## config.mk

```make
export PLATFORM = sky130hd
export DESIGN_NAME = instruction_trace_port
export DESIGN_NICKNAME = d
export VERILOG_FILES = /design/src/core/trace_pkg.sv /design/src/core/instruction_trace_port.sv
export SDC_FILE = /design/constraint.sdc
export NUM_CORES = 1
export LEC_CHECK = 0
export BUFFER_PORTS_ARGS = -buffer_cell sky130_fd_sc_hd__buf_2
export CAP_MARGIN = 20
export CORE_AREA = 4 4 165 167
export DETAILED_ROUTE_END_ITERATION = 10
export DIE_AREA = 0 0 169 171
export GPL_ROUTABILITY_DRIVEN = 0
export PLACE_DENSITY = 0.73
export REMOVE_ABC_BUFFERS = 1
export SETUP_SLACK_MARGIN = 0.15
export SLEW_MARGIN = 15
export SYNTH_ARGS = -nofsm -noshare
export SYNTH_HDL_FRONTEND = slang
export SYNTH_SLANG_ARGS = --single-unit
```

## constraint.sdc

```tcl
create_clock -name clk -period 3.2 [get_ports clk]
set_input_delay 0.32 -clock clk [delete_from_list [all_inputs] [get_ports clk]]
set_output_delay 0.32 -clock clk [all_outputs]
set_load 0.01 [all_outputs]
```

## src/core/trace_pkg.sv

```systemverilog
package trace_pkg;

    // ************************************************************
    // Widths and depths
    // ************************************************************
    localparam int ADDR_W = 32;
    localparam int STAT_W = 3;
    localparam int NIB_W = 4;
    localparam int CNT_W = 16;
    localparam int MMD_NUM = 4;
    localparam int FIFO_DEPTH = 4;
    localparam int FIFO_W = STAT_W + ADDR_W;
    localparam int LVL_W = 3;

    // ************************************************************
    // Configuration selects written from the JTAG side
    // ************************************************************
    localparam logic [2:0] CFG_CTRL = 3'h0;
    localparam logic [2:0] CFG_RANGE_LO = 3'h1;
    localparam logic [2:0] CFG_RANGE_HI = 3'h2;
    localparam logic [2:0] CFG_COUNT = 3'h3;
    localparam logic [2:0] CFG_MMD = 3'h4;

    // Control word fields.
    localparam int CTRL_ENABLE = 0;
    localparam int CTRL_HALF_RATE = 1;
    localparam int CTRL_USE_RANGE = 2;
    localparam int CTRL_USE_MMD = 3;
    localparam int CTRL_USE_CNT = 4;
    localparam int CTRL_USE_EXT = 5;
    localparam int CTRL_SEL_LO = 2;
    localparam int CTRL_SEL_HI = 5;

    // Each decoder byte: enable bit and a match on the top nibble.
    localparam int MMD_EN_BIT = 7;

    // ************************************************************
    // Reset values and counts
    // ************************************************************
    localparam logic [7:0] CTRL_RST = 8'h00;
    localparam logic [ADDR_W-1:0] RANGE_LO_RST = 32'h0000_0000;
    localparam logic [ADDR_W-1:0] RANGE_HI_RST = 32'hFFFF_FFFF;
    localparam logic [CNT_W-1:0] COUNT_RST = 16'h0000;
    localparam logic [ADDR_W-1:0] MMD_RST = 32'h0000_0000;
    localparam logic [1:0] BYTES_AFTER_FIRST = 2'h3;
    localparam logic [LVL_W-1:0] STALL_LEVEL = 3'h3;

    typedef enum logic [2:0] {
        PS_EXEC = 3'b000,
        PS_SKIP = 3'b001,
        PS_WAIT = 3'b100,
        PS_OFF = 3'b101,
        PS_BRANCH = 3'b110
    } pstat_t;

    typedef enum logic [1:0] {
        SER_IDLE = 2'b00,
        SER_LOW = 2'b01,
        SER_HIGH = 2'b10
    } ser_state_t;

endpackage

```

## src/core/instruction_trace_port.sv

```systemverilog
// ****************************************************************
// Small FIFO between the core side and the trace port side
// ****************************************************************
module trace_fifo #(
    parameter int WIDTH = 8,
    parameter int DEPTH = 4,
    parameter int LW = 3
) (
    // Clock and reset
    input wire logic clk,
    input wire logic sys_rst,
    // Filling side
    input wire logic in_valid,
    input wire logic [WIDTH-1:0] in_data,
    output logic in_ready,
    // Draining side
    output logic out_valid,
    output logic [WIDTH-1:0] out_data,
    input wire logic out_ready,
    // Fill level
    output logic [LW-1:0] level
);
    localparam int AW = $clog2(DEPTH);
    localparam logic [LW-1:0] FULL = LW'(DEPTH);
    localparam logic [AW-1:0] LAST = AW'(DEPTH - 1);

    logic [WIDTH-1:0] mem [DEPTH];
    logic [AW-1:0] wr_q;
    logic [AW-1:0] rd_q;
    logic [LW-1:0] level_q;
    logic push;
    logic pop;

    assign in_ready = (level_q != FULL);
    assign out_valid = (level_q != '0);
    assign out_data = mem[rd_q];
    assign level = level_q;
    assign push = in_valid && in_ready;
    assign pop = out_valid && out_ready;

    always_ff @(posedge clk) begin
        if (push) begin
            mem[wr_q] <= in_data;
        end
    end

    always_ff @(posedge clk) begin
        if (sys_rst) begin
            wr_q <= '0;
        end else if (push) begin
            wr_q <= (wr_q == LAST) ? '0 : wr_q + 1'b1;
        end
    end

    always_ff @(posedge clk) begin
        if (sys_rst) begin
            rd_q <= '0;
        end else if (pop) begin
            rd_q <= (rd_q == LAST) ? '0 : rd_q + 1'b1;
        end
    end

    always_ff @(posedge clk) begin
        if (sys_rst) begin
            level_q <= '0;
        end else if (push && !pop) begin
            level_q <= level_q + 1'b1;
        end else if (pop && !push) begin
            level_q <= level_q - 1'b1;
        end
    end
endmodule

// ****************************************************************
// Instruction trace port
// ****************************************************************
module instruction_trace_port import trace_pkg::*; (
    // Clock and reset
    input wire logic clk,
    input wire logic sys_rst,
    // Core observation
    input wire logic core_cycle_valid,
    input wire logic core_instr_executed,
    input wire logic core_wait,
    input wire logic core_branch_taken,
    input wire logic [ADDR_W-1:0] core_branch_target,
    input wire logic [ADDR_W-1:0] core_instr_addr,
    input wire logic core_compressed_state,
    // Configuration from the JTAG side
    input wire logic cfg_wr,
    input wire logic [2:0] cfg_sel,
    input wire logic [ADDR_W-1:0] cfg_wdata,
    // Pins from outside
    input wire logic trace_port_clock,
    input wire logic external_trigger_input,
    // Trace port
    output logic [STAT_W-1:0] pipeline_status_code,
    output logic branch_group_sync_flag,
    output logic [NIB_W-1:0] packet_nibble_out,
    // Core and power control
    output logic trace_buffer_stall_request,
    output logic trace_logic_idle
);

    // ************************************************************
    // Configuration
    // ************************************************************
    logic [7:0] ctrl_q;
    logic [ADDR_W-1:0] range_lo_q;
    logic [ADDR_W-1:0] range_hi_q;
    logic [CNT_W-1:0] cnt_q;
    logic [ADDR_W-1:0] mmd_q;
    logic en;
    logic half_rate;

    assign en = ctrl_q[CTRL_ENABLE];
    assign half_rate = ctrl_q[CTRL_HALF_RATE];

    // The core has no path to these; only the debug scan side writes.
    always_ff @(posedge clk) begin
        if (sys_rst) begin
            ctrl_q <= CTRL_RST;
            range_lo_q <= RANGE_LO_RST;
            range_hi_q <= RANGE_HI_RST;
            mmd_q <= MMD_RST;
        end else if (cfg_wr) begin
            unique case (cfg_sel)
                CFG_CTRL: ctrl_q <= cfg_wdata[7:0];
                CFG_RANGE_LO: range_lo_q <= cfg_wdata;
                CFG_RANGE_HI: range_hi_q <= cfg_wdata;
                CFG_MMD: mmd_q <= cfg_wdata;
                default: ;
            endcase
        end
    end

    // ************************************************************
    // Pin sampling
    // ************************************************************
    logic tck_s1, tck_s2, tck_s3, tck_lvl_q;
    logic ext_s1, ext_s2, ext_s3, ext_lvl_q;
    logic tck_rise, tck_fall, ext_rise, slot;

    always_ff @(posedge clk) begin
        if (sys_rst) begin
            tck_s1 <= 1'b0;
            tck_s2 <= 1'b0;
            tck_s3 <= 1'b0;
            tck_lvl_q <= 1'b0;
        end else begin
            tck_s1 <= trace_port_clock;
            tck_s2 <= tck_s1;
            tck_s3 <= tck_s2;
            if (tck_s2 == tck_s3) begin
                tck_lvl_q <= tck_s3;
            end
        end
    end

    always_ff @(posedge clk) begin
        if (sys_rst) begin
            ext_s1 <= 1'b0;
            ext_s2 <= 1'b0;
            ext_s3 <= 1'b0;
            ext_lvl_q <= 1'b0;
        end else begin
            ext_s1 <= external_trigger_input;
            ext_s2 <= ext_s1;
            ext_s3 <= ext_s2;
            if (ext_s2 == ext_s3) begin
                ext_lvl_q <= ext_s3;
            end
        end
    end

    assign tck_rise = (tck_s2 == tck_s3) && tck_s3 && !tck_lvl_q;
    assign tck_fall = (tck_s2 == tck_s3) && !tck_s3 && tck_lvl_q;
    assign ext_rise = (ext_s2 == ext_s3) && ext_s3 && !ext_lvl_q;
    assign slot = tck_rise || (half_rate && tck_fall);

    // ************************************************************
    // Trigger resources
    // ************************************************************
    logic range_hit, mmd_hit, cnt_zero, gate, act_q;
    logic [MMD_NUM-1:0] mmd_match;

    // The counter counts external trigger events down to zero.
    always_ff @(posedge clk) begin
        if (sys_rst) begin
            cnt_q <= COUNT_RST;
        end else if (cfg_wr && cfg_sel == CFG_COUNT) begin
            cnt_q <= cfg_wdata[CNT_W-1:0];
        end else if (en && ext_rise && cnt_q != '0) begin
            cnt_q <= cnt_q - 1'b1;
        end
    end

    for (genvar i = 0; i < MMD_NUM; i++) begin : g_mmd
        assign mmd_match[i] = mmd_q[8*i+MMD_EN_BIT] &&
            (core_instr_addr[ADDR_W-1 -: 4] == mmd_q[8*i +: 4]);
    end

    assign range_hit = (core_instr_addr >= range_lo_q) &&
        (core_instr_addr <= range_hi_q);
    assign mmd_hit = |mmd_match;
    assign cnt_zero = (cnt_q == '0);

    // With no resource selected everything is traced.
    assign gate = (ctrl_q[CTRL_SEL_HI:CTRL_SEL_LO] == '0) ||
        (ctrl_q[CTRL_USE_RANGE] && range_hit) ||
        (ctrl_q[CTRL_USE_MMD] && mmd_hit) ||
        (ctrl_q[CTRL_USE_CNT] && cnt_zero) ||
        (ctrl_q[CTRL_USE_EXT] && ext_lvl_q);

    always_ff @(posedge clk) begin
        if (sys_rst) begin
            act_q <= 1'b0;
        end else begin
            act_q <= en && gate;
        end
    end

    // ************************************************************
    // Core side encoding and buffering
    // ************************************************************
    logic [STAT_W-1:0] cyc_stat;
    logic [ADDR_W-1:0] cyc_addr;
    logic fifo_in_valid, fifo_in_ready;
    logic fifo_out_valid, fifo_out_ready;
    logic [FIFO_W-1:0] fifo_in_data, fifo_out_data;
    logic [LVL_W-1:0] fifo_level;
    logic stall_q, idle_q;

    // Only branch targets carry an address; the observation bus has
    // no data lines, so data values can never reach the port.
    always_comb begin
        cyc_addr = '0;
        if (core_wait) begin
            cyc_stat = PS_WAIT;
        end else if (core_branch_taken) begin
            cyc_stat = PS_BRANCH;
            cyc_addr = {core_branch_target[ADDR_W-1:1],
                core_compressed_state};
        end else if (core_instr_executed) begin
            cyc_stat = PS_EXEC;
        end else begin
            cyc_stat = PS_SKIP;
        end
    end

    assign fifo_in_valid = act_q && core_cycle_valid;
    assign fifo_in_data = {cyc_stat, cyc_addr};

    trace_fifo #(
        .WIDTH(FIFO_W),
        .DEPTH(FIFO_DEPTH),
        .LW(LVL_W)
    ) u_fifo (
        .clk(clk),
        .sys_rst(sys_rst),
        .in_valid(fifo_in_valid),
        .in_data(fifo_in_data),
        .in_ready(fifo_in_ready),
        .out_valid(fifo_out_valid),
        .out_data(fifo_out_data),
        .out_ready(fifo_out_ready),
        .level(fifo_level)
    );

    // Stalling one entry early covers the registered stall latency.
    always_ff @(posedge clk) begin
        if (sys_rst) begin
            stall_q <= 1'b0;
            idle_q <= 1'b1;
        end else begin
            stall_q <= (fifo_level >= STALL_LEVEL) || !fifo_in_ready;
            idle_q <= !en;
        end
    end

    assign trace_buffer_stall_request = stall_q;
    assign trace_logic_idle = idle_q;

    // ************************************************************
    // Trace port serialiser
    // ************************************************************
    ser_state_t ser_q;
    logic [ADDR_W-1:0] sh_q;
    logic [1:0] left_q;
    logic [STAT_W-1:0] stat_q;
    logic sync_q;
    logic [NIB_W-1:0] nib_q;
    logic [STAT_W-1:0] head_stat;
    logic head_branch, pop;

    assign head_stat = fifo_out_data[FIFO_W-1 -: STAT_W];
    assign head_branch = (head_stat == PS_BRANCH);
    // A new branch group waits until the previous one has gone out.
    assign fifo_out_ready = slot && en &&
        (!head_branch || ser_q == SER_IDLE);
    assign pop = fifo_out_valid && fifo_out_ready;

    always_ff @(posedge clk) begin
        if (sys_rst) begin
            stat_q <= PS_OFF;
        end else if (slot) begin
            if (pop) begin
                stat_q <= head_stat;
            end else begin
                stat_q <= en ? PS_WAIT : PS_OFF;
            end
        end
    end

    always_ff @(posedge clk) begin
        if (sys_rst) begin
            ser_q <= SER_IDLE;
            sh_q <= '0;
            left_q <= '0;
            sync_q <= 1'b0;
            nib_q <= '0;
        end else if (slot) begin
            unique case (ser_q)
                SER_IDLE: begin
                    if (pop && head_branch) begin
                        sh_q <= fifo_out_data[ADDR_W-1:0];
                        nib_q <= fifo_out_data[3:0];
                        left_q <= BYTES_AFTER_FIRST;
                        sync_q <= 1'b1;
                        ser_q <= SER_HIGH;
                    end else begin
                        nib_q <= '0;
                        sync_q <= 1'b0;
                    end
                end
                SER_HIGH: begin
                    nib_q <= sh_q[7:4];
                    sh_q <= {8'h00, sh_q[ADDR_W-1:8]};
                    ser_q <= (left_q == '0) ? SER_IDLE : SER_LOW;
                end
                SER_LOW: begin
                    nib_q <= sh_q[3:0];
                    sync_q <= 1'b0;
                    left_q <= left_q - 1'b1;
                    ser_q <= SER_HIGH;
                end
                default: ser_q <= SER_IDLE;
            endcase
        end
    end

    assign pipeline_status_code = stat_q;
    assign branch_group_sync_flag = sync_q;
    assign packet_nibble_out = nib_q;

    // ************************************************************
    // Checks
    // ************************************************************
    a_edge_launch: assert property (@(posedge clk) disable iff (sys_rst)
        $changed(packet_nibble_out) |-> $past(slot))
        else $error("Nibble changed without a trace clock slot.");

    a_full_rate_fall: assert property (@(posedge clk) disable iff (sys_rst)
        (tck_fall && !half_rate) |=> $stable(pipeline_status_code))
        else $error("Status moved on a falling edge at full rate.");

    a_half_rate_fall: assert property (@(posedge clk) disable iff (sys_rst)
        (tck_fall && half_rate && ser_q == SER_LOW) |=> ser_q == SER_HIGH)
        else $error("Half-rate falling edge did not advance the packet.");

    a_status_from_head: assert property (@(posedge clk) disable iff (sys_rst)
        (slot && pop) |=> pipeline_status_code == $past(head_stat))
        else $error("Status code does not match the popped entry.");

    a_sync_first_pkt: assert property (@(posedge clk) disable iff (sys_rst)
        branch_group_sync_flag |-> left_q == BYTES_AFTER_FIRST)
        else $error("Sync flag high past the first packet.");

    a_nibble_order: assert property (@(posedge clk) disable iff (sys_rst)
        (slot && ser_q == SER_HIGH) |=> packet_nibble_out == $past(sh_q[7:4]))
        else $error("High nibble not sent after low nibble.");

    a_off_disabled: assert property (@(posedge clk) disable iff (sys_rst)
        (slot && !en) |=> pipeline_status_code == PS_OFF && !fifo_in_valid)
        else $error("Trace active while disabled.");

    a_compressed_addr: assert property (@(posedge clk) disable iff (sys_rst)
        (fifo_in_valid && !core_wait && core_branch_taken) |->
        fifo_in_data[0] == core_compressed_state)
        else $error("Branch packet lost the instruction state bit.");

    a_ext_agree: assert property (@(posedge clk) disable iff (sys_rst)
        $rose(ext_lvl_q) |-> $past(ext_s2) && $past(ext_s3))
        else $error("Trigger level rose before two stages agreed.");

endmodule

```

Yosys cells after proc, flatten, opt, wreduce, memory -nomap -nowiden
Memories as Yosys holds them, arrays and structs flattened. A register that Yosys moved wholly into a read port is not among the register bits.
Index checks and enable logic that the tools add are counted.
{"block": "op_classes", "n_addsub": 6, "n_mul": 0, "n_div": 0, "magnitude_cmp": 3, "n_eq_ne": 17, "n_shift": 0, "mux": 28, "n_bitwise": 0, "reduce_logical": 65}
{"op": "32-bit two-way mux", "count": 3}
{"op": "32-bit case mux with 2 select lines", "count": 1}
{"op": "32-bit greater-or-equal comparator", "count": 1}
{"op": "32-bit less-or-equal comparator", "count": 1}
{"op": "16-bit two-way mux", "count": 2}
{"op": "1-bit logical AND", "count": 28}
{"op": "4-bit equality test", "count": 4}
{"op": "16-bit zero test", "count": 1}
{"op": "16-bit nonzero test", "count": 1}
{"op": "16-bit by 1-bit subtractor with 16-bit output, second input constant", "count": 1}
{"op": "3-bit two-way mux", "count": 5}
{"op": "2-bit AND reduction", "count": 7}
{"op": "2-bit two-way mux", "count": 6}
{"op": "4-bit case mux with 3 select lines", "count": 1}
{"op": "1-bit zero test", "count": 8}
{"op": "2-bit nonzero test", "count": 4}
{"op": "1-bit logical OR", "count": 7}
{"op": "2-bit equality test, second input constant", "count": 3}
{"op": "3-bit by 2-bit equality test with 1-bit output, second input constant", "count": 2}
{"op": "3-bit equality test, second input constant", "count": 2}
{"op": "1-bit two-way mux", "count": 6}
{"op": "2-bit case mux with 3 select lines", "count": 1}
{"op": "3-bit AND reduction", "count": 2}
{"op": "3-bit nonzero test", "count": 2}
{"op": "17 further kinds", "count": 20}
{"block": "word_totals", "reg_bits": 180, "latchBits": 0, "ram_bits": 140, "mem_bits_ro": 0, "input_bits": 109, "output_inout_bits": 10, "word_cells": 145, "memories": 1}
{"memory": "u_fifo.mem", "depth": 4, "word_bits": 35, "rd": 1, "rd_clocked_by_memory_dff": 1, "write_ports": 1, "line_no": "instruction_trace_port.sv:27", "text": "logic [WIDTH-1:0] mem [DEPTH];"}

Longest topological paths before layout
Gate-level depths: netlist of the first run.
{"block": "logic_depth", "depth_word": 11, "depth_mapped": 13, "mapped_depth_nobuf": 13}

By module
Synthesis of the first run repeated with hierarchy kept, for this count alone.
{"block": "unflattened", "hier_cells": 1245, "area_unflattened_um2": 13918.3}
{"module": "instruction_trace_port", "n_inst": 1, "cells_per_inst": 1014, "area_each_um2": 8398.1, "seq_area_each_um2": 3223.1}
{"module": "trace_fifo", "n_inst": 1, "cells_per_inst": 231, "area_each_um2": 5520.3, "seq_area_each_um2": 4384.2}

Least setup slack after synthesis of the first run
OpenSTA, ideal clock, no wires.
{"block": "synth_path", "path_type": "reg2reg", "startpoint": "register tck_s2", "endpoint": "register u_fifo.level_q[2], in the netlist u_fifo.level[2]", "setup_time_ns": 0.070, "t_arrival_ns": 2.836, "required_time_ns": 3.130, "slack_ns": 0.294, "path_stages_with_launch": 14, "path_buffers": 0, "period_less_slack_ns": 2.906, "cell_sequence": "dfxtp_1 -> ha_1 -> nor2b_1 -> a31oi_1 -> inv_1 -> nand3_1 -> nor2_1 -> inv_1 -> ha_1 -> inv_1 -> fa_1 -> xor2_1 -> or3_1 -> a21oi_1"}
{"block": "synth_via", "elab_chain_cells": 11, "elab_cells_between_ends": 15, "cone_classes": "eq/ne (1); mux (1); reduce/logical (13)"}
{"item": "start, declared", "line_no": "instruction_trace_port.sv:140", "text": "logic tck_s1, tck_s2, tck_s3, tck_lvl_q;"}
{"item": "start signal, assigned", "line_no": "instruction_trace_port.sv:152", "text": "tck_s2 <= tck_s1;"}
{"item": "1-bit equality test (*)", "line_no": "instruction_trace_port.sv:176, instruction_trace_port.sv:177"}
{"item": "1-bit logical AND (2 in series)", "line_no": "instruction_trace_port.sv:177", "text": "assign tck_fall = (tck_s2 == tck_s3) && !tck_s3 && tck_lvl_q;"}
{"item": "1-bit logical AND", "line_no": "instruction_trace_port.sv:179", "text": "assign slot = tck_rise || (half_rate && tck_fall);"}
{"item": "1-bit logical OR (*)", "line_no": "instruction_trace_port.sv:179"}
{"item": "1-bit logical AND (*) (2 in series)", "line_no": "instruction_trace_port.sv:299", "text": "assign fifo_out_ready = slot && en &&"}
{"item": "1-bit logical AND (*)", "line_no": "instruction_trace_port.sv:39", "text": "assign pop = out_valid && out_ready;"}
{"item": "1-bit zero test", "line_no": "instruction_trace_port.sv:66", "text": "end else if (push && !pop) begin"}
{"item": "1-bit logical AND", "line_no": "instruction_trace_port.sv:66"}
{"item": "3-bit two-way mux or 2-bit nonzero test (tied branches)"}
{"item": "end signal, assigned", "line_no": "instruction_trace_port.sv:67", "text": "level_q <= level_q + 1'b1;"}
{"item": "end signal, assigned", "line_no": "instruction_trace_port.sv:69", "text": "level_q <= level_q - 1'b1;"}
{"item": "end, declared", "line_no": "instruction_trace_port.sv:30", "text": "logic [LW-1:0] level_q;"}
Every way passes the cells marked *; elsewhere a longest branch is shown, timed or not.
A chain may end at the register's enable or synchronous reset.

==> results of run 1 <==
==> placed cells by master (no fill, tap or decap), types with 8 or more instances in the layout <==
cell / count
a211oi_1: 28
o21ai_0: 18
nand3_1: 15
buf_2: 116
mux4_2: 35
xnor2_1: 11
nand4_1: 12
nor2_2: 8
nor2_1: 104
nand3b_1: 12
xor2_1: 17
edfxtp_1: 140
inv_1: 79
dfxtp_1: 169
a211oi_2: 8
a211o_1: 34
buf_4: 13
a21oi_1: 88
mux2i_1: 37
ha_1: 78
clkbuf_16: 35
nor3_1: 11
nand2_1: 140
and2_1: 38
nor2b_1: 10
==> kinds of logic (layout without fill, tap and decap cells) <==
kind of cell / after synthesis / count (layout) / synth area share (%)
AND/OR/NAND/NOR: 386 / 386 / 13.31
flip-flops: 310 / 310 / 54.59
AO/OA/AOI/OAI: 217 / 217 / 10.67
buffers and inverters: 141 / 273 / 4.121
adder cells (fa/ha/maj): 80 / 80 / 7.237
multiplexers: 72 / 72 / 8.314
XOR/XNOR: 28 / 28 / 1.760
==> metal layers <==
| metal | routed length (µm) | share of wire, % |
|---|---|---|
| met2 | 14780 | 50 |
| met5 | 0 | 0 |
| met3 | 1239 | 4.2 |
| met4 | 769 | 2.6 |
| met1 | 12720 | 43 |
==> power groups by stage <==
stage               combinational [mW]  clock [mW]  sequential, mW
floorplan                        0.226           0            4.27
global placement                 0.425           0            4.28
detailed placement               0.439           0            4.28
CTS                              0.443        4.02            4.19
global route                     0.501        4.19            4.19
finish                           0.441        3.93            4.19
==> synthesized netlist by cell type (2+ instances only) <==
cell,instances
ha_1,79
nand2_1,140
a211oi_1,28
o21ai_0,18
mux2i_1,37
nand4_1,12
nor4_2,2
a22o_1,4
a221oi_1,6
nand2b_1,5
nor4_1,5
or3_1,6
a211o_1,34
nor2_2,8
o211ai_1,2
buf_6,3
xor2_1,17
buf_4,2
a311oi_1,6
a31oi_1,4
mux4_2,35
a21oi_1,88
nor3_1,11
nand3b_1,12
xnor2_1,11
nand3_1,15
buf_1,2
buf_2,3
and2_1,38
nor2b_1,11
nor2_1,105
or2_2,2
clkbuf_1,51
dfxtp_1,170
edfxtp_1,140
a211oi_2,8
and3_1,4
o21a_4,2
or4_1,2
a21o_1,5
inv_1,79
==> flip-flops by register name, summed over array words and instances (netlist names), 3 cells and up, named ones only <==
signal                count
u_fifo.mem              140
range_hi_q               32
range_lo_q               32
sh_q                     32
mmd_q                    20
cnt_q                    16
ctrl_q                    6
packet_nibble_out         4
pipeline_status_code      3
u_fifo.level              3
==> layout make-up <==
| class | instances | area (µm²) | share of cell area [%] |
|---|---|---|---|
| Clock inverter | 19 | 197.7 | 1.238 |
| Multi-Input combinational cell | 783 | 5767 | 36.10 |
| Tap cell | 335 | 419.2 | 2.624 |
| Inverter | 79 | 296.5 | 1.856 |
| Clock buffer | 43 | 945.9 | 5.922 |
| Sequential cell | 310 | 7609 | 47.63 |
| Timing Repair Buffer | 132 | 738.2 | 4.622 |
==> worst paths after layout <==
| path | from | to | slack [ns] |
|---|---|---|---|
| worst max-delay path | flip-flop | u_fifo.level[2]$_SDFFE_PP0P_ | 0.51 |
| worst min-delay path | external_trigger_input | ext_s1$_SDFF_PP0_ | 0.03 |
| worst max register to register | flip-flop | u_fifo.level[2]$_SDFFE_PP0P_ | 0.51 |
| worst min register to register | tck_s1$_SDFF_PP0_ | tck_s2$_SDFF_PP0_ | 0.44 |
==> through the flow <==
step / hold WS, ns / util [%] / setup WS (ns) / TNS [ns] / power (mW)
finish: 0.02732 / 62.00 / 0.5130 / 0 / 8.565
CTS: 0.01491 / 62.00 / 0.4866 / 0 / 8.654
global placement: 0.4293 / 57.56 / 0.5148 / 0 / 4.700
global route: 0.01648 / 62.00 / 0.3108 / 0 / 8.885
detailed placement: 0.4276 / 57.56 / 0.5006 / 0 / 4.715
floorplan: 0.3846 / - / -0.6513 / -12.56 / 4.498
==> results.md, run 1 <==
* Vias at about 9400
* Antenna cells at 0
* Yosys cell types at 63
* Fraction of final layout cells sized beyond drive strength 1 at 18.67%
* R2R depth at 11
* CTS Sinks at 310
* YS warnings at 0
* Global routing's busiest layer: met2
* Met1 Use GR at 25.45%
* Cell Area, Placed at 0.01483 mm²
* Core Area at 0.02576 mm²
* Finished Layout Cells at 1701
* CP arrival at 3.12 ns
* TritonCTS clock tree: built
* Clock latency on the worst-skew pair at around 0.52 ns
* Unrepaired setup endpoints after global routing: no
* Clock Power Share at 45.9%
* Clk_skew at 0.01380 ns
* ANT nets after route at 0
* Sw Share at 21.70%
* I/O pins at 119
* Seq pwr share at about half
* Final WL at around 30 mm
* Mapped cell area at between 0.01 and 0.015 mm²
* Nets at approximately 1500
* Detailed-route DRC error count at 0
* Root Buffer: clkbuf_16
* Post-CTS Setup Bufs at 0
* HP Class: primary input to flip-flop
* Post-Syn Instances at ~1200
* Iter 0 DRT Violations at approximately 520
* Max Slew Vio Count at 0
* Critical path type: flip-flop to flip-flop
* Final setup viols at 0
* Vias/cell at ~5.5
* Die ar. at between 0.02 and 0.03 mm²
* Final Hold Violating Endpoints at 0
* Largest stage delay, worst path at 0.54 ns
* Worst-Margin Slew at a little over 0.8 ns
* Post-DP HPWL at just under 20 mm
* First-pass GRT wire length at around 48 mm
* Htree depth at 2
* FMAX at around 0.37 GHz
* GRT Total Usage at roughly a fifth
* Cells after DPL at approximately 1600
* Die Wd at ~170 µm
* WP buf/inv at 2
* Outcome: finished clean
* Cell row count at a little under 60
* Pin count of the biggest net entering global routing at 65
* Worst-path clk slew at 0.06 ns
* CTS Buffer Depth at 3
* Combinational fraction of design power at ~5.2%
* Stages on worst setup path at 11
* Final critical-path share of the clock period at about 84%
* Number of max-cap violations at 0
* Critical Path Sink Type: flip-flop
* Ys flop type: dfxtp_1
* Leak at 5.965 nW
* Crit path required time at approximately 3.6 ns
* Crit path launch type: flip-flop
* Fill count at 2072
* EDFF count, synth at 140
* Cts bufs inserted at 34
* Hold path depth at 2
* P per Cell Area at between 500 and 600 mW/mm²
* Sequential fraction of the synthesis area at a little over half
* Die height at around 170 µm
* Port bufs at about 120
* Worst slew margin at about 44%
* Asr flop ratio synth at 0%
* Initial Util at between 50 and 60%
* Leading area contributor after synthesis: edfxtp_1
* Wirelength per Cell at 17.35 µm
* Area share of the largest cell type after synthesis at a little under a third
* Switching pwr at around 1.9 mW
* # resized after CTS at 0
* Internal cell power at between 6 and 7 mW
* Max IR drop VDD at slightly above 0.6 mV
* GR Overflow Total at 0
* Synth-to-Final Area Change at 14.62%
* Slowest cell on the critical path: mux4_2
* Crit path cell chain: mux4_2, nand3b_4, nor2_1, nor2_1, inv_1, ha_1, inv_1, fa_1, xor2_1, or3_1, a21oi_1
* GRT met2 Usage at 36.45%
* Number of synthesized register bits at 310
* Post-route cell area at approximately 0.016 mm²
* Family with the most delay on the worst path: simple AND/OR/NAND/NOR gates
* Largest cells by area after synthesis: edfxtp_1 (30%), dfxtp_1 (24%), ha_1 (7.1%), mux4_2 (5.7%), nand2_1 (3.8%)
* Min Tclk post-route at between 2 and 3 ns
* Met3 usage at 3.027%
* Post-Synthesis Mean Instance Area at ~11 µm²
* Vias in the first global route at 9382
* First-pass iteration count of the detailed router at 5
* Antenna violations before repair at 0
* Hold Buf Count CTS at 0
* CP max FO at 6
Note: power is estimated with default switching activity, not from simulation.
==> inputs of run 2 (changes only) <==
Settings changed: CORE_AREA 4 4 165 167 to 4 4 166 168, DIE_AREA 0 0 169 171 to 0 0 170 172, PLACE_DENSITY 0.73 to 0.75.
Clock period 3.2 ns to 2.2 ns, I/O delays scaled along.
==> run 2 against run 1 <==
Net effect:
- the flow now finishes with violations (negative setup slack)
- largest power group unchanged
- first-iteration DRC count grew 34%
- cell count grew 6.2%
- largest cell class unchanged
- cell area grew 9.3%
- register-to-register slack lost 0.85 ns
- die area grew 1.2%
- power grew 43%
- clock-buffer cell count grew 8
- global-route usage grew 1.7 points
- hold slack lost 0.0041 ns
- critical endpoint unchanged
- highest routed layer is now met5
==> results.md, run 2 (synthesis results as in run 1) <==
* Failing checks: negative setup slack
* Crit path launch type: flip-flop
* Sw Share at 21.94% (+0.25 points)
* Cell Area, Placed at 0.01534 mm² (+3.5%)
* Worst-path clk slew at 0.07 ns (about the same)
* First-pass GRT wire length at 52.13 mm (+9.5%)
* I/O pins at 119 (unchanged)
* Final WL at 33.39 mm (+13%)
* Seq pwr share at 49.7% (+0.8 points)
* Worst hold margin at 0.02320 ns (-0.004126 ns)
* Htree depth at 2 (unchanged)
* Vias/cell at 5.629 (+1.7%)
* Antenna violations before repair at 1 (+1)
* Clk_skew at 0.02440 ns (+0.01060 ns)
* CP arrival at 2.96 ns (-0.16 ns)
* Final WS setup at -0.3345 ns (-0.8476 ns)
* Iter 0 DRT Violations at 697 (+34%)
* Area of the multi-input gates at 0.006148 mm² (+6.6%)
* Worst R2R End: u_fifo.level[2]$_SDFFE_PP0P_
* Sequential cell area at 0.007627 mm² (+0.25%)
* Unrepaired setup endpoints after global routing: yes
* Hold path start: cfg_wdata[5]
* Wirelength per Cell at 18.49 µm (+6.6%)
* Crit path required time at 2.63 ns (-1.01 ns)
* TNS Setup at -5.580 ns (-5.580 ns)
* Leak at 6.598 nW (+11%)
* Core Area at 0.02591 mm² (+0.57%)
* CTS Buffer Depth at 3 (unchanged)
* Hold path depth at 2 (unchanged)
* Pin count of the biggest net entering global routing at 65 (unchanged)
* ANT nets after route at 0 (unchanged)
* Hold Path Sink: range_hi_q[5]$_SDFFE_PP1P_
* First-pass iteration count of the detailed router at 5 (unchanged)
* Min Tclk post-route at 2.535 ns (-0.1524 ns)
* TritonCTS clock tree: built
* FMAX at 0.3946 GHz (+6.0%)
* HP Class: primary input to flip-flop
* Clock Power Share at 43.8% (-2.1 points)
* CTS Sinks at 310 (unchanged)
* Port bufs at 117 (unchanged)
* Number of max-cap violations at 0 (unchanged)
* Outcome: finished, violations left
* Worst-Margin Slew at 0.5388 ns (-0.2917 ns)
* CP max FO at 2 (-4)
* Combinational fraction of design power at 6.4% (+1.2 points)
* P per Cell Area at 702.2 mW/mm² (+31%)
* Final critical-path share of the clock period at 115.2% (+31 points)
* Root Buffer: clkbuf_16
* Final setup viols at 34 (+34)
* Internal cell power at 9.569 mW (+43%)
* Final Hold Violating Endpoints at 0 (unchanged)
* GR Overflow Total at 0 (unchanged)
* Detailed-route DRC error count at 0 (unchanged)
* Worst slew margin at 64.08% (+20 points)
* Switching pwr at 2.690 mW (+45%)
* Cts bufs inserted at 35 (+2.9%)
* R2R setup slack at -0.33 ns (-0.85 ns)
* Nets at 1637 (+7.1%)
* Post-route cell area at 0.01746 mm² (+9.3%)
* Synth-to-Final Area Change at 25.28%
* Critical path type: flip-flop to flip-flop
* Vias in the first global route at 10240 (+9.2%)
* Cell row count at 59 (unchanged)
* Die height at 172 µm (+0.58%)
* Fraction of final layout cells sized beyond drive strength 1 at 26.39% (+7.7 points)
* Fill count at 1899 (-8.3%)
* Die Wd at 170 µm (+0.59%)
* GRT Total Usage at 22.06% (+1.7 points)
* Max reg flops at 140 (unchanged)
* Most frequent cells in the layout: dfxtp_1 (160), edfxtp_1 (140), nand2_1 (137), buf_2 (116), nor2_1 (102)
* Clock latency on the worst-skew pair at 0.51 ns (about the same)
* Post-DP HPWL at 20.21 mm (+3.9%)
* Die ar. at 0.02924 mm² (+1.2%)
* Critical Path Sink Type: flip-flop
* Max Slew Vio Count at 0 (unchanged)
* Reg-to-reg startpoint: u_fifo.mem[3][32]$_DFFE_PP_
* Max IR drop VDD at 0.6218 mV (+0.21%)
* Most common cell after layout, fill and taps aside: dfxtp_1
* R2R depth at 11 (unchanged)
* Initial Util at 53.78% (-0.31 points)
* Most flops, register: u_fifo.mem
* Vias at 10170 (+8.0%)
run 2: cell types whose count changed in the layout (fill, tap and decap cells not counted), moves of 8 or more:
| cell | delta |
|---|---|
| buf_12 | +10 |
| buf_4 | +56 |
| buf_6 | +11 |
| dfxtp_1 | -9 |
| dlygate4sd3_1 | +23 |
| ha_1 | -8 |
| ha_4 | +8 |
run 2: layout make-up:
| class | instances | area share, % |
|---|---|---|
| Antenna cell | 1 | 0.01433 |
| Clock buffer | 51 | 5.712 |
| Clock inverter | 8 | 0.3440 |
| Inverter | 79 | 1.698 |
| Multi-Input combinational cell | 783 | 35.22 |
| Sequential cell | 310 | 43.69 |
| Tap cell | 335 | 2.401 |
| Timing Repair Buffer | 239 | 10.93 |
run 2: power by group through the flow:
stage / logic, mW / clock network, mW / registers (mW)
6_report: 0.787 / 5.37 / 6.10
5_1_grt: 0.877 / 5.72 / 6.10
4_1_cts: 0.757 / 5.46 / 6.10
3_5_place_dp: 0.690 / 0 / 6.22
3_3_place_gp: 0.668 / 0 / 6.22
2_1_floorplan: 0.329 / 0 / 6.21
run 2: worst max path at each step:
stage                                      from  slack (ns)                            to  cells after the start
floorplan                             flip-flop       -1.65  u_fifo.level[2]$_SDFFE_PP0P_                     11
global placement                      flip-flop       -0.25  u_fifo.level[2]$_SDFFE_PP0P_                     11
detailed placement  u_fifo.mem[3][32]$_DFFE_PP_       -0.32  u_fifo.level[2]$_SDFFE_PP0P_                     11
CTS                 u_fifo.mem[3][32]$_DFFE_PP_       -0.23  u_fifo.level[2]$_SDFFE_PP0P_                     11
global route        u_fifo.mem[3][32]$_DFFE_PP_       -0.40  u_fifo.level[2]$_SDFFE_PP0P_                     11
finish              u_fifo.mem[3][32]$_DFFE_PP_       -0.33  u_fifo.level[2]$_SDFFE_PP0P_                     11
run 2: per-stage QoR:
step / power, mW / cells / setup slack [ns] / utilization (%)
final: 12.26 / 1806 / -0.3345 / 67.38
after global routing: 12.69 / 1805 / -0.4050 / 67.37
after CTS: 12.32 / 1801 / -0.2270 / 66.17
after detailed placement: 6.909 / 1696 / -0.3182 / 59.22
after global placement: 6.884 / 1696 / -0.2493 / 59.22
after floorplan: 6.542 / 1172 / -1.651 / -
run 2: timing repair:
item / CTS / global route
endpoints found under the setup margin: 52 / 57
hold endpoints to repair: 49 / 0
hold buffers: 23 / 0
pin swaps: 20 / 22
buffers inserted: 18 / 3
gates resized for setup: 48 / 53
cloned: 5 / 1
run 2: metal layers:
| metal | up-vias | wire length, µm | part of all wire [%] | track usage, % |
|---|---|---|---|---|
| li1 | 4854 | - | - | - |
| met1 | 4952 | 13790 | 41 | 27.72 |
| met2 | 291 | 16920 | 51 | 39.82 |
| met3 | 67 | 1810 | 5.4 | 3.406 |
| met4 | 2 | 857 | 2.6 | 6.181 |
| met5 | - | 13 | 0.039 | 0 |
run 2: critical path: stages (launching register included):
cell,delay [ns]
edfxtp_1,0.40
mux4_2,0.51
nand3b_4,0.18
nor2_2,0.10
nor2_2,0.05
inv_2,0.07
ha_4,0.13
inv_2,0.04
fa_2,0.33
xor2_1,0.17
or3_1,0.35
a21oi_2,0.13
==> inputs of run 3 (changes only) <==
Settings changed: ABC_AREA set to 1, CORE_AREA 4 4 166 168 to 4 4 169 171, DIE_AREA 0 0 170 172 to 0 0 173 175.
==> run 3 against run 2 <==
Net effect:
- the flow now finishes without violations
- power up 7.1%
- via count up 13%
- combinational power up 6.5%
- routed wire length up 0.78%
- non-clock buffer count down 55
- utilization down 4.0 points
- largest cell class unchanged
==> results.md, run 3 <==
* Outcome: finished clean
* GRT Total Usage at 21.53% (-0.53 points)
* Unrepaired setup endpoints after global routing: yes
* CP max FO at 2 (unchanged)
* Asr flop ratio synth at 0% (unchanged)
* Leak at 7.232 nW (+9.6%)
* Iter 0 DRT Violations at 763 (+9.5%)
* Vias at 11540 (+13%)
* Combinational fraction of design power at 6.4% (about the same)
* Leading area contributor after synthesis: edfxtp_1
* Most common cell after layout, fill and taps aside: nand2_1
* ANT nets after route at 0 (unchanged)
* Post-Synthesis Mean Instance Area at 8.665 µm² (-23%)
* Setup crit end: u_fifo.level[2]$_SDFFE_PP0P_
* Sw Share at 21.46% (-0.48 points)
* Antenna cells at 0 (-1)
* Vias/cell at 5.339 (-5.2%)
* Final setup viols at 0 (-100%)
* Ys flop type: dfxtp_1
* Worst hold margin at 0.01120 ns (-0.01200 ns)
* R2R depth at 13 (+2)
* Max Slew Vio Count at 0 (unchanged)
* Worst-path clk slew at 0.07 ns (about the same)
* Cells after DPL at 2070 (+22%)
* Worst-Margin Slew at 0.5629 ns (+0.02410 ns)
* YS warnings at 0 (unchanged)
* Max IR drop VDD at 0.5734 mV (-7.8%)
* FMAX at 0.4638 GHz (+18%)
* Most frequent cells after synthesis: nand2_1 (335), nor2_1 (213), inv_1 (177)
* Crit path launch type: flip-flop
* Clock latency on the worst-skew pair at 0.50 ns (about the same)
* HP Class: primary input to flip-flop
* TNS Setup at 0 ns (+5.580 ns)
* Critical path type: flip-flop to flip-flop
* Final critical-path share of the clock period at 98.00% (-17 points)
* Critical Path Sink Type: flip-flop
* Final Hold Violating Endpoints at 0 (unchanged)
* Area share of the largest cell type after synthesis at 29.28% (-0.89 points)
* Worst setup startpoint: tck_s2$_SDFF_PP0_
* CP arrival at 2.55 ns (-0.41 ns)
* Vias in the first global route at 11030 (+7.7%)
* Seq pwr share at 46.6% (-3.1 points)
* Cts bufs inserted at 34 (-2.9%)
* GR Overflow Total at 0 (unchanged)
* EDFF count, synth at 140 (unchanged)
* Final WL at 33.65 mm (+0.78%)
* Core Area at 0.02688 mm² (+3.7%)
* Post-DP HPWL at 21.99 mm (+8.8%)
* Internal cell power at 10.31 mW (+7.7%)
* Die Wd at 173 µm (+1.8%)
* Synth-to-Final Area Change at 18.65%
* Cell row count at 60 (+1.7%)
* Port bufs at 117 (unchanged)
* Nets at 1984 (+21%)
* Sequential fraction of the synthesis area at 52.98% (-1.6 points)
* First-pass iteration count of the detailed router at 5 (unchanged)
* CTS Buffer Depth at 3 (unchanged)
* I/O pins at 119 (unchanged)
* Most common cell in the netlist: nand2_1
* Number of max-cap violations at 0 (unchanged)
* Pin count of the biggest net entering global routing at 65 (unchanged)
* Fraction of final layout cells sized beyond drive strength 1 at 14.34% (-12 points)
* Htree depth at 2 (unchanged)
* Clock Power Share at 47.0% (+3.2 points)
* Number of synthesized register bits at 310 (unchanged)
* Detailed-route DRC error count at 0 (unchanged)
* P per Cell Area at 770.6 mW/mm² (+9.7%)
* Yosys cell types at 43 (-32%)
* Crit path required time at 2.59 ns (-0.04 ns)
* R2R setup slack at 0.04 ns (+0.38 ns)
* Root Buffer: clkbuf_16
* CTS Sinks at 310 (unchanged)
* Most flops, register: u_fifo.mem
* Largest cells by area after synthesis: edfxtp_1 (29%), dfxtp_1 (24%), nand2_1 (8.8%), ha_1 (6.9%), o21ai_0 (6.0%)
* TritonCTS clock tree: built
* Post-Syn Instances at 1657 (+34%)
* First-pass GRT wire length at 54.33 mm (+4.2%)
* Switching pwr at 2.817 mW (+4.7%)
* Reg-to-reg startpoint: tck_s2$_SDFF_PP0_
* Wirelength per Cell at 15.57 µm (-16%)
* Worst R2R End: u_fifo.level[2]$_SDFFE_PP0P_
* Finished Layout Cells at 2161 (+20%)
* Mapped cell area at 0.01436 mm² (+3.0%)
* Die ar. at 0.03028 mm² (+3.5%)
* Min Tclk post-route at 2.156 ns (-0.3786 ns)
* Clk_skew at 0.007832 ns (-0.01657 ns)
* Antenna violations before repair at 0 (-1)
* Worst slew margin at 62.47% (-1.6 points)
* Most frequent cells in the layout: nand2_1 (326), nor2_1 (207), inv_1 (174), o21ai_0 (168), dfxtp_1 (166)
* Initial Util at 53.42% (-0.36 points)
* Max reg flops at 140 (unchanged)
* Die height at 175 µm (+1.7%)
## run 3: repair_timing
action                                  CTS  global route
endpoints found under the hold margin    24             0
pin swaps                                 3            12
setup buffers                             1             5
endpoints found under the setup margin   15            45
resized for setup                         6            35
hold buffers                             24             0
## run 3: final cells by class
cell class | instances | area [µm²]
fillers | 2187 | 9841
flip-flops and latches | 310 | 7615
multi-input cells | 1084 | 5813
repair buffers | 184 | 1265
clock buffers | 42 | 912.1
inverters | 181 | 699.4
well taps | 341 | 426.7
clock inverters | 19 | 304.0
## run 3: per-stage QoR
stage                     worst slack, ns  area (µm²)  utilization [%]  power [mW]
after detailed placement        -0.005385       15420            57.39       7.033
after CTS                         0.03946       16890            62.85       13.22
after global routing              -0.1210       17040            63.38       13.61
after global placement            0.05894       15420            57.39       7.001
final                             0.04407       17040            63.38       13.13
after floorplan                    -1.535       13990                -       6.689
## run 3: logic make-up after synthesis
| group | Yosys count | synth area share [%] |
|---|---|---|
| flops | 310 | 52.98 |
| buf+inv | 263 | 7.277 |
| fa+ha+maj | 80 | 7.024 |
| xor+xnor | 15 | 0.9151 |
| simple gates | 597 | 16.31 |
| compound gates | 392 | 15.49 |
## run 3: routing by layer
| layer | part of all wire (%) | GRT usage (%) | vias up |
|---|---|---|---|
| met4 | 2.3 | 6.219 | 0 |
| met1 | 42 | 27.43 | 5333 |
| li1 | - | - | 5808 |
| met3 | 5.8 | 3.375 | 64 |
| met2 | 50 | 38.11 | 332 |
| met5 | 0 | 0 | - |
## run 3: worst min-delay path by stage
stage / startpoint / endpoint / slack [ns] / depth (start not counted)
after global placement: ext_s1$_SDFF_PP0_ / ext_s2$_SDFF_PP0_ / 0.40 / 2
after CTS: cfg_wdata[3] / range_hi_q[3]$_SDFFE_PP1P_ / 0.002 / 3
after floorplan: sys_rst / sh_q[0]$_SDFFE_PP0P_ / 0.28 / 1
final: cfg_wdata[3] / range_hi_q[3]$_SDFFE_PP1P_ / 0.01 / 3
after detailed placement: ext_s1$_SDFF_PP0_ / ext_s2$_SDFF_PP0_ / 0.39 / 2
after global routing: cfg_wdata[3] / range_hi_q[3]$_SDFFE_PP1P_ / 0.02 / 3
## run 3: worst max-delay path, stage by stage (launching register included)
cell	delay, ns
dfxtp_2	0.31
buf_4	0.12
ha_1	0.18
o21a_1	0.19
nand2_2	0.07
nor2_2	0.05
nand2_2	0.08
ha_2	0.17
inv_2	0.05
fa_2	0.40
a21oi_2	0.16
o21ai_2	0.07
o21ai_1	0.14
a21oi_1	0.05
## run 3: power groups by stage
stage	logic (mW)	registers [mW]	clock network, mW
3_3_place_gp	0.763	6.24	0
3_5_place_dp	0.793	6.24	0
5_1_grt	0.960	6.12	6.53
2_1_floorplan	0.456	6.23	0
4_1_cts	0.835	6.11	6.27
6_report	0.838	6.11	6.17
